==> src/bfps_pkg.sv <==
// Constants and carrier types for the converter fault and power-ok supervisor.
// Assumes a single 40 MHz timing clock and an active-low asynchronous reset.

package bfps_pkg;

    // ------------------------------------------------------------------
    // Timing
    // ------------------------------------------------------------------
    localparam int CLK_HZ = 40_000_000;
    localparam int QUAL_TIME_NS = 20_000;
    localparam int SS_TIME_NS = 600_000;
    localparam int PG_FILT_NS = 10_000;
    localparam int QUAL_CYCLES = QUAL_TIME_NS / (1_000_000_000 / CLK_HZ);
    localparam int SS_CYCLES = SS_TIME_NS / (1_000_000_000 / CLK_HZ);
    localparam int PG_CYCLES = PG_FILT_NS / (1_000_000_000 / CLK_HZ);
    localparam int REF_WIDTH = 10;
    localparam logic [9:0] REF_FINAL = 10'h3FF;

    // ------------------------------------------------------------------
    // Carriers
    // ------------------------------------------------------------------
    typedef struct packed {
        logic ov_cmp;       // Output above over-voltage trip
        logic uv_cmp;       // Output below under-voltage trip
        logic above_reg;    // Output above regulation level
        logic lockout_fall; // Input fell below lockout-falling level
        logic lockout_rise; // Input above lockout-rising level
        logic over_temp;    // Junction above 150 C
        logic pg_low_cmp;   // Output 15 percent below set value
        logic pg_ok_cmp;    // Output at or above 90 percent
        logic zero_cur;     // Inductor current at zero
        logic ontime_req;   // On-time pulse request
    } bfps_sense_t;

    typedef struct packed {
        logic hs_on;
        logic ls_on;
    } bfps_gate_t;

    typedef enum logic [3:0] {
        ST_OFF = 4'b0001,
        ST_SOFT = 4'b0010,
        ST_RUN = 4'b0100,
        ST_LATCH = 4'b1000
    } bfps_state_t;

endpackage : bfps_pkg

==> src/bfps_qual.sv <==
// Continuous-assertion qualifier: output goes high after input held high N cycles.
// Assumes input already synchronous to clk.
`timescale 1ns/100ps
module bfps_qual #(
    parameter int CYCLES = 800
) (
    input wire logic clk,
    input wire logic nrst,
    input wire logic din,
    output logic qualified
);
    logic [$clog2(CYCLES+1)-1:0] cnt;

    // ------------------------------------------------------------------
    // Counter resets on any drop, so only continuous assertion counts
    // ------------------------------------------------------------------
    // counter qualifier
    always_ff @(posedge clk or negedge nrst) begin
        if (!nrst) begin
            cnt <= '0;
            qualified <= 1'b0;
        end else if (!din) begin
            cnt <= '0;
            qualified <= 1'b0;
        end else if (cnt == $bits(cnt)'(CYCLES - 1)) begin
            qualified <= 1'b1;
        end else begin
            cnt <= cnt + 1'b1;
        end
    end
endmodule : bfps_qual

==> src/bfps_top.sv <==
// Supervisor for a step-down converter: fault latching, lockout, soft-start, power-ok.
// Comparator inputs and enable arrive asynchronously and are synchronised here.
`timescale 1ns/100ps
module bfps_top #(
    parameter int QUAL_N = bfps_pkg::QUAL_CYCLES,
    parameter int SS_N = bfps_pkg::SS_CYCLES,
    parameter int PG_N = bfps_pkg::PG_CYCLES
) (
    input wire logic clk,
    input wire logic nrst,
    input wire logic enable_in,
    input wire logic peak_limit,
    input wire bfps_pkg::bfps_sense_t sense,
    output bfps_pkg::bfps_gate_t gate,
    output logic switching_ok,
    output logic aux_linear_regulator_en,
    output logic discharge_en,
    output logic [bfps_pkg::REF_WIDTH-1:0] soft_ref,
    output logic power_ok_out_oe,
    output logic output_overvolt_fault,
    output logic output_undervolt_fault,
    output logic over_temp_fault,
    output logic input_lockout,
    output logic soft_start_active
);
    import bfps_pkg::*;

    // ------------------------------------------------------------------
    // Synchronisers
    // ------------------------------------------------------------------
    bfps_sense_t sense_m, s;
    logic en_m, en_s, pk_m, pk_s, en_prev;

    // Two stages for every asynchronous input
    always_ff @(posedge clk or negedge nrst) begin
        if (!nrst) begin
            sense_m <= '0;
            s <= '0;
            en_m <= 1'b0;
            en_s <= 1'b0;
            pk_m <= 1'b0;
            pk_s <= 1'b0;
        end else begin
            sense_m <= sense;
            s <= sense_m;
            en_m <= enable_in;
            en_s <= en_m;
            pk_m <= peak_limit;
            pk_s <= pk_m;
        end
    end

    // Enable history for edge detection
    always_ff @(posedge clk or negedge nrst) begin
        if (!nrst) begin
            en_prev <= 1'b0;
        end else begin
            en_prev <= en_s;
        end
    end

    // ------------------------------------------------------------------
    // Fault qualification
    // ------------------------------------------------------------------
    logic ov_q, uv_q, pk_uv;

    bfps_qual #(.CYCLES(QUAL_N)) u_ov (
        .clk(clk),
        .nrst(nrst),
        .din(s.ov_cmp),
        .qualified(ov_q)
    );

    bfps_qual #(.CYCLES(QUAL_N)) u_uv (
        .clk(clk),
        .nrst(nrst),
        .din(s.uv_cmp),
        .qualified(uv_q)
    );

    // Peak limit held while output under-voltage; same qualification applies
    // peak then undervolt
    assign pk_uv = pk_s & uv_q;

    // ------------------------------------------------------------------
    // Input lockout, hysteretic and not latched
    // ------------------------------------------------------------------
    // lockout hysteresis
    always_ff @(posedge clk or negedge nrst) begin
        if (!nrst) begin
            input_lockout <= 1'b1;
        end else if (s.lockout_fall) begin
            input_lockout <= 1'b1;
        end else if (s.lockout_rise) begin
            input_lockout <= 1'b0;
        end
    end

    // ------------------------------------------------------------------
    // Latched faults
    // ------------------------------------------------------------------
    // Over-voltage arms whenever enabled out of lockout, under-voltage only in run unless peak limit, so soft-start undershoot is ignored;
    // enable low wipes them, a power cycle resets them through nrst.
    bfps_state_t state;
    logic armed;
    assign armed = en_s & ~input_lockout;

    always_ff @(posedge clk or negedge nrst) begin
        if (!nrst) begin
            output_overvolt_fault <= 1'b0;
            output_undervolt_fault <= 1'b0;
        end else if (!en_s) begin
            output_overvolt_fault <= 1'b0;
            output_undervolt_fault <= 1'b0;
        end else if (armed) begin
            if (ov_q) begin
                output_overvolt_fault <= 1'b1;
            end
            if ((uv_q && state == ST_RUN) || pk_uv) begin
                output_undervolt_fault <= 1'b1;
            end
        end
    end

    always_ff @(posedge clk or negedge nrst) begin
        if (!nrst) begin
            over_temp_fault <= 1'b0;
        end else if (!en_s) begin
            over_temp_fault <= 1'b0;
        end else if (s.over_temp) begin
            over_temp_fault <= 1'b1;
        end
    end

    logic any_fault;
    assign any_fault = output_overvolt_fault | output_undervolt_fault | over_temp_fault;

    // ------------------------------------------------------------------
    // Sequencer
    // ------------------------------------------------------------------
    logic [$clog2(SS_N+1)-1:0] ss_cnt;
    logic restart;
    assign restart = en_s & ~en_prev;

    always_ff @(posedge clk or negedge nrst) begin
        if (!nrst) begin
            state <= ST_OFF;
        end else begin
            case (state)
                ST_OFF: begin
                    if (en_s && !input_lockout) begin
                        state <= ST_SOFT;
                    end
                end
                ST_SOFT: begin
                    if (!en_s || input_lockout) begin
                        state <= ST_OFF;
                    end else if (any_fault) begin
                        state <= ST_LATCH;
                    end else if (ss_cnt == $bits(ss_cnt)'(SS_N - 1)) begin
                        state <= ST_RUN;
                    end
                end
                ST_RUN: begin
                    if (!en_s || input_lockout) begin
                        state <= ST_OFF;
                    end else if (any_fault) begin
                        state <= ST_LATCH;
                    end
                end
                ST_LATCH: begin
                    if (!en_s) begin
                        state <= ST_OFF;
                    end
                end
                default: begin
                    state <= ST_OFF;
                end
            endcase
        end
    end

    // Soft-start timer; reference ramps with it instead of stepping
    // reference ramp
    always_ff @(posedge clk or negedge nrst) begin
        if (!nrst) begin
            ss_cnt <= '0;
            soft_ref <= '0;
        end else if (state == ST_SOFT) begin
            ss_cnt <= ss_cnt + 1'b1;
            soft_ref <= REF_WIDTH'((32'(ss_cnt) * 32'(REF_FINAL)) / SS_N);
        end else if (state == ST_RUN) begin
            soft_ref <= REF_FINAL;
        end else begin
            ss_cnt <= '0;
            soft_ref <= '0;
        end
    end

    // Soft-start indication, registered like every other output
    always_ff @(posedge clk or negedge nrst) begin
        if (!nrst) begin
            soft_start_active <= 1'b0;
        end else begin
            soft_start_active <= (state == ST_SOFT);
        end
    end

    // ------------------------------------------------------------------
    // Power-stage outputs
    // ------------------------------------------------------------------
    logic run_ok;
    assign run_ok = (state == ST_SOFT || state == ST_RUN) && !any_fault && !input_lockout;

    // output above regulation forces low side until zero current or on-time
    always_ff @(posedge clk or negedge nrst) begin
        if (!nrst) begin
            gate <= '0;
            switching_ok <= 1'b0;
        end else begin
            switching_ok <= run_ok;
            if (!run_ok) begin
                gate <= '0;
            end else if (s.above_reg) begin
                gate.hs_on <= 1'b0;
                gate.ls_on <= ~(s.zero_cur | s.ontime_req);
            end else begin
                gate.hs_on <= s.ontime_req;
                gate.ls_on <= ~s.ontime_req & ~s.zero_cur;
            end
        end
    end

    always_ff @(posedge clk or negedge nrst) begin
        if (!nrst) begin
            aux_linear_regulator_en <= 1'b0;
            discharge_en <= 1'b1;
        end else begin
            aux_linear_regulator_en <= ~input_lockout;
            discharge_en <= any_fault | ~en_s | input_lockout;
        end
    end

    // ------------------------------------------------------------------
    // Power-ok with hysteresis and filter
    // ------------------------------------------------------------------
    logic pg_target, pg_state;
    logic [$clog2(PG_N+1)-1:0] pg_cnt;

    // drop at 15 percent low, recover at 90 percent
    always_comb begin
        pg_target = pg_state;
        if (s.pg_low_cmp) begin
            pg_target = 1'b0;
        end else if (s.pg_ok_cmp) begin
            pg_target = 1'b1;
        end
    end

    always_ff @(posedge clk or negedge nrst) begin
        if (!nrst) begin
            pg_state <= 1'b0;
            pg_cnt <= '0;
        end else if (pg_target == pg_state) begin
            pg_cnt <= '0;
        end else if (pg_cnt == $bits(pg_cnt)'(PG_N - 1)) begin
            pg_state <= pg_target;
            pg_cnt <= '0;
        end else begin
            pg_cnt <= pg_cnt + 1'b1;
        end
    end

    // held low unless running; enable drives pin low (open drain)
    always_ff @(posedge clk or negedge nrst) begin
        if (!nrst) begin
            power_ok_out_oe <= 1'b1;
        end else begin
            power_ok_out_oe <= ~(pg_state && state == ST_RUN);
        end
    end
endmodule : bfps_top

==> config.mk <==
export PLATFORM = sky130hd
export DESIGN_NAME = bfps_top
export DESIGN_NICKNAME = d
export VERILOG_FILES = /design/src/bfps_pkg.sv /design/src/bfps_qual.sv /design/src/bfps_top.sv
export SDC_FILE = /design/constraint.sdc
export NUM_CORES = 1
export LEC_CHECK = 0
export BUFFER_PORTS_ARGS = -buffer_cell sky130_fd_sc_hd__buf_2
export CORE_MARGIN = 1
export CORE_UTILIZATION = 42
export CTS_CLUSTER_SIZE = 24
export DETAILED_ROUTE_END_ITERATION = 10
export GPL_TIMING_DRIVEN = 1
export PLACE_DENSITY = 0.65
export SLEW_MARGIN = 15
export SYNTH_ARGS = -nofsm -noshare
export SYNTH_HDL_FRONTEND = slang
export SYNTH_SLANG_ARGS = --single-unit
==> constraint.sdc <==
create_clock -name clk -period 27 [get_ports clk]
set_input_delay 5.4 -clock clk [delete_from_list [all_inputs] [get_ports clk]]
set_output_delay 5.4 -clock clk [all_outputs]
set_load 0.02 [all_outputs]
==> After elaboration in Yosys (flattened, before gate mapping) <==
Index checks and enable logic that the tools add are counted.
{ "totals": {"output_inout_bits": 21, "in_bits": 14, "reg_bits": 96} }
{ "op_classes": {"muxes": 36, "addsub": 4, "n_reduce_logical": 16, "n_eq_ne": 22, "div": 1, "bitwise_logic": 15, "multipliers": 1} }
{ "ops": {"columns": ["operator", "count"], "rows": [
  ["$mux 10", 6],
  ["$div 25x15->32 const B", 1],
  ["$mux 15", 2],
  ["$mux 4", 7],
  ["$mul 15x10->25 const B", 1],
  ["$add 10x1->10 const B", 2],
  ["$eq 10x10->1 const B", 2],
  ["$mux 9", 2],
  ["$mux 1", 16],
  ["$pmux 4 s4", 1],
  ["$add 15x1->15 const B", 1],
  ["$eq 15x15->1 const B", 1],
  ["$ne 2x2->1 const B", 6],
  ["$ne 2x1->1 const B", 5],
  ["$add 9x1->9 const B", 1],
  ["$eq 9x9->1 const B", 1],
  ["$not 1->1", 7],
  ["$reduce_and 2->1", 3],
  ["$logic_and 1x1->1", 5],
  ["$or 1x1->1", 5],
  ["$eq 4x1->1 const B", 1],
  ["$eq 4x2->1 const B", 1],
  ["$eq 4x3->1 const B", 1],
  ["$eq 4x4->1 const B", 1],
  ["9 further kinds", 16]
]} }

==> Longest topological paths before layout <==
Gate-level depths: netlist (run 1).
{ "depth": {"ltp_word": 6, "ltp_mapped": 53, "depth_no_buf": 45} }

==> Cells and area by module <==
From an unflattened synthesis (run 1), not the netlist that was laid out.
{ "hier_totals": {"cells_unflattened": 1293, "area_unflattened_um2": 11466.0} }
{ "modules_own_cells": {"columns": ["module", "area_each_um2", "n_inst", "cells_per_inst"], "rows": [
  ["bfps_top", 10299.9, 1, 1183],
  ["bfps_qual", 583.1, 2, 55]
]} }

==> Worst setup path after synthesis (run 1) <==
OpenSTA, ideal clock, no wires.
{ "synth_path": {"path_kind": "register to register", "startpoint": "register ss_cnt[11]", "endpoint": "register soft_ref[0] in the netlist's numbering", "t_arrival_ns": 12.675, "required_time_ns": 26.864, "synth_period_minus_slack_ns": 12.811, "setup_time_ns": 0.136, "setup_slack_ns": 14.189, "stages_incl_launch_ff": 52, "path_cell_list": "dfrtp_1 > fa_1 > inv_1 > fa_1 > inv_1 > fa_1 > fa_1 > inv_1 > fa_1 > inv_1 > ha_1 > buf_2 > a21oi_1 > o21ai_1 > a2111o_1 > a21o_1 > o211a_1 > buf_2 > (+16 left out) > or4_4 > nor2_2 > o31a_2 > o21ai_1 > mux2i_2 > a22oi_1 > a2111o_1 > a21o_1 > a2111oi_4 > a21oi_2 > o21a_1 > buf_6 > nor2_4 > and3b_4 > a31oi_4 > o211ai_1 > a2111oi_0 > o31ai_1"} }
{ "synth_between": {"elab_chain_cells": 3} }
{ "synth_rtl": {"columns": ["item", "line_no", "text"], "rows": [
  ["start, declared", "bfps_top.sv:141", "logic [$clog2(SS_N+1)-1:0] ss_cnt;"],
  ["start signal, assigned", "bfps_top.sv:190", "ss_cnt <= ss_cnt + 1'b1;"],
  ["$mul 15x10->25", "bfps_top.sv:191", "soft_ref <= REF_WIDTH'((32'(ss_cnt) * 32'(REF_FINAL)) / SS_N);"],
  ["$div 25x15->32", "bfps_top.sv:191", null],
  ["$mux 10", "bfps_top.sv:189", "end else if (state == ST_SOFT) begin"],
  ["end signal, assigned", "bfps_top.sv:191", null],
  ["end, declared", "bfps_top.sv:18", "output logic [bfps_pkg::REF_WIDTH-1:0] soft_ref,"]
]} }
No other way between the ends.
A chain may end at the register's enable or synchronous reset.

==> Worst setup path in the final report (run 1) <==
{ "layout_path": {"startpoint": "register ss_cnt[9]", "endpoint": "register soft_ref[0] in the netlist's numbering"} }
Same word-level chain as after synthesis.

==> impl_metrics.yaml, run 1 <==
run_status:
  status: "finished clean"
critical_path:
  cp_max_fo: 15
  path_common_cell: "fa_1"
  cpPeakStageDelay_ns: 0.93
  slowest_stage: "a221oi_2"
  cp.required_ns: 27.21
  worstSetupPathType: "reg2reg"
  critPathLaunchType: "flop"
  end_kind: "flop"
  arrival_ns: 15.99
timing:
  finalHoldViolCount: 0
  fmax_mhz: 63.3
  finClkSkew_ns: 0.0138
  worst_pin_slew_ns: 1.13
  whs_ns: 0.353
  setup_tns_ns: 0
  fin_crit_sh_pct: 58.5
  final_max_slew_viol_count: 0
  setup_viol: 0
  period_needed_ns: 15.79
  slew_headroom_pct: 24.8
  rsz0062_at_grt: "false"
  fin_ws_ns: 11.21
die:
  die_h_um: 171
  die_w_um: 171
  core_sq_um: 27900
  dieArea_sq_um: 29100
  initial_core_util_pct: 42.8
  num_io_pins: 35
  num_rows: 61
synth:
  syn-num-nets: 1569
  synth-compound-area-share_pct: 26.3
  synth_top_family_by_area: "compound AO/OA/AOI/OAI gates"
  synth-simple-area-share_pct: 20.4
  avgSynthCellArea_sq_um: 8.50
  synth-seq-cells: 96
  synth_edf_count: 0
  ys_types: 113
  synth_area_sq_um: 11900
  yosys_most_used_dff: "dfrtp_1"
  synthAdderAreaFrac_pct: 21.0
  async_flop_share_pct: 100
  ys_seq_area_share_pct: 20.2
  synth_xor_area_share_pct: 4.69
  yosysWarnings: 0
  syn_inst: 1404
  muxShareOfSynthArea_pct: 1.62
placement:
  placed_area_sq_um: 12300
  gp_congestion: 0.919
  io_buffers: 34
  hpwl_um: 23100
  dp_slack_ns: 11.44
clock_tree:
  clkTransAtPathRegs_ns: 0.07
  ctsHoldBuffers: 0
  cts_root_buf: "clkbuf_16"
  clock_path_buffers: 2
  numCtsBuffers: 9
  cts_max_level: 3
  cts_tree: "done"
  cts-resized-gates: 0
  clk_latency_ns: 0.34
  cts_sinks: 96
  postCtsSetupBuffers: 0
routing:
  ant_nets: 0
  routed_wirelength_um: 29400
  wl_per_cell_um: 16.5
  num_vias: 10600
  drtIter0Drc: 893
  firstDrtPassIters: 5
  viasPerCell: 5.91
  drc: 0
job:
  maxCapViolations: 0
finish:
  syn_to_final_growth_pct: 5.92
  drive_above_1_share_pct: 9.82
  final_nets: 1566
  final_cell_area_sq_um: 12600
  regArea_sq_um: 2410
  diodes: 0
  n_fill_cell: 2714
  multi_input_area_sq_um: 8840
global_route:
  grt_pass1_wl_um: 49500
  grt_max_degree: 62
  antenna_found_initial: 0
  grt_pass1_vias: 9891
  track_usage_pct: 20.6
  grt_overflow: 0
power_and_ir_drop:
  power_density_nw_per_um2: 26.9
  design_power_total_uw: 340
  p_leak_uw: 0.00551
  ir_drop_mv: 0.0346
hold_path:
  hold_path.class: "reg2reg"
critical path: cells and delay by family (launching register included):
kind	cells	cell delay (ns)
simple gates	12	3.08
buf+inv	4	0.32
flops	1	0.56
compound gates	23	8.57
fa+ha+maj	6	3.11
layout by cell type (no fill, tap or decap), drive strengths merged, types with 38 or more instances in the layout:
master  netlist  routed
dfrtp        92      92
nor2         95      95
xnor2        45      45
buf          28      38
o21ai       100     100
fa           76      76
nand2       127     127
nand3        58      58
a21oi        91      91
ha           75      75
inv         113     118
synth_stat cells (8+ instances only):
| cell | count | area share, % |
|---|---|---|
| a21o_1 | 17 | 1.1 |
| o21a_1 | 13 | 0.82 |
| mux2i_1 | 12 | 1.0 |
| nand4_1 | 16 | 0.84 |
| or2_2 | 9 | 0.47 |
| nor3_1 | 32 | 1.3 |
| and2_1 | 30 | 1.6 |
| o211ai_1 | 25 | 1.6 |
| a21oi_1 | 83 | 3.5 |
| dfrtp_1 | 92 | 19 |
| a31oi_1 | 21 | 1.1 |
| nor3b_1 | 8 | 0.50 |
| a211o_1 | 9 | 0.66 |
| nor2b_1 | 8 | 0.42 |
| and3_1 | 23 | 1.2 |
| xor2_1 | 17 | 1.2 |
| clkbuf_1 | 24 | 0.76 |
| ha_1 | 75 | 7.9 |
| or3_1 | 16 | 0.84 |
| o21ai_1 | 19 | 0.80 |
| nand2b_1 | 8 | 0.42 |
| nand2_1 | 124 | 3.9 |
| a21oi_2 | 8 | 0.59 |
| inv_1 | 113 | 3.6 |
| nor4_1 | 8 | 0.42 |
| nand3_1 | 58 | 2.4 |
| o22ai_1 | 10 | 0.52 |
| o21ai_0 | 77 | 3.2 |
| xnor2_1 | 45 | 3.3 |
| a211oi_1 | 16 | 1.0 |
| fa_1 | 76 | 13 |
| nor2_1 | 92 | 2.9 |
| buf_2 | 19 | 0.80 |
cells by family (layout without fill, tap and decap cells):
logic type	after synthesis	count (layout)
muxes	18	18
adders and majority gates	156	156
and+or+nand+nor	475	475
AOI/OAI and AO/OA	430	430
xor gates and xnor gates	63	63
buffers and inverters	166	168
DFF	96	96
path summary, 6_finish.rpt:
kind | from | to | slack (ns) | depth (start not counted)
setup / recovery | ss_cnt[9] | soft_ref[0] | 11.21 | 45
hold / removal | en_m | en_s | 0.35 | 0
setup reg to reg | ss_cnt[9] | soft_ref[0] | 11.21 | 45
hold reg to reg | en_m | en_s | 0.35 | 0
max in group asynchronous | nrst | pg_cnt[2] | 20.82 | 2
min in group asynchronous | nrst | s[7] | 5.02 | 1
metal layers:
| layer | vias to the layer above | global-route usage [%] | share of wire, % |
|---|---|---|---|
| li1 | 5106 | - | - |
| met1 | 5122 | 29.4 | 48 |
| met2 | 287 | 33.6 | 46 |
| met3 | 35 | 2.11 | 4.2 |
| met4 | 0 | 4.50 | 1.4 |
| met5 | - | 0 | 0 |
report_power, final:
group | switching, uW | internal [uW] | total, uW
combinational | 39.2 | 21.7 | 60.9
clock | 57.9 | 64.3 | 122
sequential | 6.89 | 150 | 157
total | 104 | 236 | 340
through the flow:
step                      cells  utilization [%]
final                      1784             45.3
after detailed placement   1768             44.3
after global routing       1784             45.3
after CTS                  1784             45.3
after floorplan            1404                -
after global placement     1768             44.3
final cells by class:
class                      instances  area share [%]
clock buffer                       9            1.78
tap                              378            3.74
sequential                        96            19.1
multi-input combinational       1142            70.0
clock inverter                     7           0.465
timing repair buffer              38            1.60
inverter                         114            3.39
registers in the layout (all words and copies together) (netlist names), 2 cells and up:
register,flops
ss_cnt,15
pg_cnt,9
s,10
u_ov.cnt,10
state,4
soft_ref,10
sense_m,10
u_uv.cnt,10
gate,2
Note: power is estimated with default switching activity, not from simulation.
==> run 2, diff against run 1 <==
--- a/config.mk
+++ b/config.mk
@@ -11,7 +11,7 @@
 export CTS_CLUSTER_SIZE = 24
 export DETAILED_ROUTE_END_ITERATION = 10
 export GPL_TIMING_DRIVEN = 1
-export PLACE_DENSITY = 0.65
+export PLACE_DENSITY = 0.68
 export SLEW_MARGIN = 15
 export SYNTH_ARGS = -nofsm -noshare
 export SYNTH_HDL_FRONTEND = slang
==> constraint.sdc (replaced) <==
create_clock -name clk -period 13.93 [get_ports clk]
set_input_delay 2.786 -clock clk [delete_from_list [all_inputs] [get_ports clk]]
set_output_delay 2.786 -clock clk [all_outputs]
set_load 0.02 [all_outputs]
==> impl_metrics.yaml, run 2 (synthesis gave the netlist of run 1 again) <==
power_and_ir_drop:
  design_power_total_uw: 663
  p_leak_uw: 0.00593
  ir_drop_mv: 0.0588
  power_density_nw_per_um2: 48.4
routing:
  viasPerCell: 5.84
  ant_nets: 0
  num_vias: 10900
  routed_wirelength_um: 30500
  firstDrtPassIters: 5
  wl_per_cell_um: 16.4
  drtIter0Drc: 797
  drc: 0
finish:
  n_fill_cell: 2600
  mostFrequentLayoutCells: "nand2_1 (123), inv_1 (113), nor2_1 (90), buf_4 (85), dfrtp_1 (82)"
  final_nets: 1647
  largest-register: "ss_cnt"
  multi_input_area_sq_um: 9260
  drive_above_1_share_pct: 19.7
  final_common_cell: "nand2_1"
  regArea_sq_um: 2420
  diodes: 0
  final_cell_area_sq_um: 13700
  syn_to_final_growth_pct: 14.7
  largest_register_ffs: 15
timing:
  finalHoldViolCount: 0
  fmax_mhz: 74.1
  final_max_slew_viol_count: 0
  worst_pin_slew_ns: 0.966
  period_needed_ns: 13.49
  setup_viol: 0
  slew_headroom_pct: 35.1
  fin_crit_sh_pct: 96.9
  setup_tns_ns: 0
  finClkSkew_ns: 0.00922
die:
  num_io_pins: 35
  initial_core_util_pct: 42.8
  core_sq_um: 27900
  die_w_um: 171
  die_h_um: 171
  num_rows: 61
  dieArea_sq_um: 29100
critical_path:
  cp_max_fo: 11
  critPathLaunchType: "flop"
  reg2reg_depth: 44
  r2r-end: "soft_ref[0]"
  cp.required_ns: 14.15
  arrival_ns: 13.71
  r2r_start: "ss_cnt[5]"
  worstSetupPathType: "reg2reg"
  slowest_stage: "fa_2"
  path_common_cell: "fa_1"
  crit_start: "ss_cnt[5]"
  end_kind: "flop"
  rrSetupSlack_ns: 0.44
  cpPeakStageDelay_ns: 0.63
global_route:
  grt_pass1_vias: 10100
  grt_pass1_wl_um: 50100
  antenna_found_initial: 0
  grt_max_degree: 56
  grt_overflow: 0
  track_usage_pct: 20.9
clock_tree:
  numCtsBuffers: 9
  clock_path_buffers: 2
  clkTransAtPathRegs_ns: 0.07
  cts_max_level: 3
  clk_latency_ns: 0.34
  cts_tree: "done"
  cts_sinks: 96
  cts_root_buf: "clkbuf_16"
placement:
  io_buffers: 34
  placed_area_sq_um: 12800
  gp_congestion: 0.898
  hpwl_um: 23600
hold_path:
  hold_end: "s[5]"
  hold_depth: 0
  hold_path.class: "reg2reg"
  min-delay-start: "sense_m[5]"
run_status:
  status: "finished clean"
job:
  maxCapViolations: 0
run 2: cell count changes in the layout (fill, tap and decap cells not counted), moves of 6 or more:
cell,change
ha_1,-7
dfrtp_1,-10
buf_4,+80
a21oi_1,-6
dfrtp_2,+10
ha_2,+7
run 2: layout make-up:
cell class                      count  area share [%]
Tap cell                          378            3.46
Sequential cell                    96            17.7
Multi-Input combinational cell   1142            67.7
Clock buffer                       10            1.75
Inverter                          114            3.13
Timing Repair Buffer              119            6.02
Clock inverter                      5           0.302
run 2: worst max-delay path by stage:
stage / endpoint / depth (start not counted)
6_report: soft_ref[0] / 44
5_1_grt: soft_ref[0] / 44
4_1_cts: soft_ref[0] / 45
3_5_place_dp: soft_ref[0] / 47
3_3_place_gp: soft_ref[0] / 47
2_1_floorplan: soft_ref[0] / 51
run 2: critical path: cells and delay by family (launching register included):
family                     cells  cell delay (ns)
AOI/OAI and AO/OA             23             5.45
adders and majority gates      6             3.09
buffers and inverters          3             0.35
DFF                            1             0.48
muxes                          1             0.15
and+or+nand+nor               11             3.85
run 2: where the power goes:
group          internal [uW]  total [uW]  switching, uW
logic                   46.4         126           79.9
clock network            127         233            106
registers                292         304           12.0
total                    465         663            198
run 2: repair_timing:
action,in CTS,in global routing
resized for setup,2,97
endpoints found under the setup margin,1,2
pin swaps,0,16
hold buffers,0,0
setup buffers,0,20
run 2: layer usage:
metal	part of all wire (%)	vias to the layer above	track usage (%)	wire length [um]
li1	-	5264	-	-
met1	47	5298	29.9	14400
met2	48	297	35.0	14700
met3	3.5	25	1.64	1060
met4	1.1	0	3.41	330
met5	0	-	0	0
run 2: stage by stage:
stage          utilization, %  setup WS [ns]  std cells  hold slack [ns]
6_report                 49.1          0.438       1864            0.350
5_1_grt                  49.1         -0.157       1864            0.362
4_1_cts                  47.0         0.0130       1844            0.352
3_5_place_dp             46.0       -0.00506       1829            0.335
3_3_place_gp             46.0          0.110       1829            0.332
2_1_floorplan               -           1.12       1404            0.331
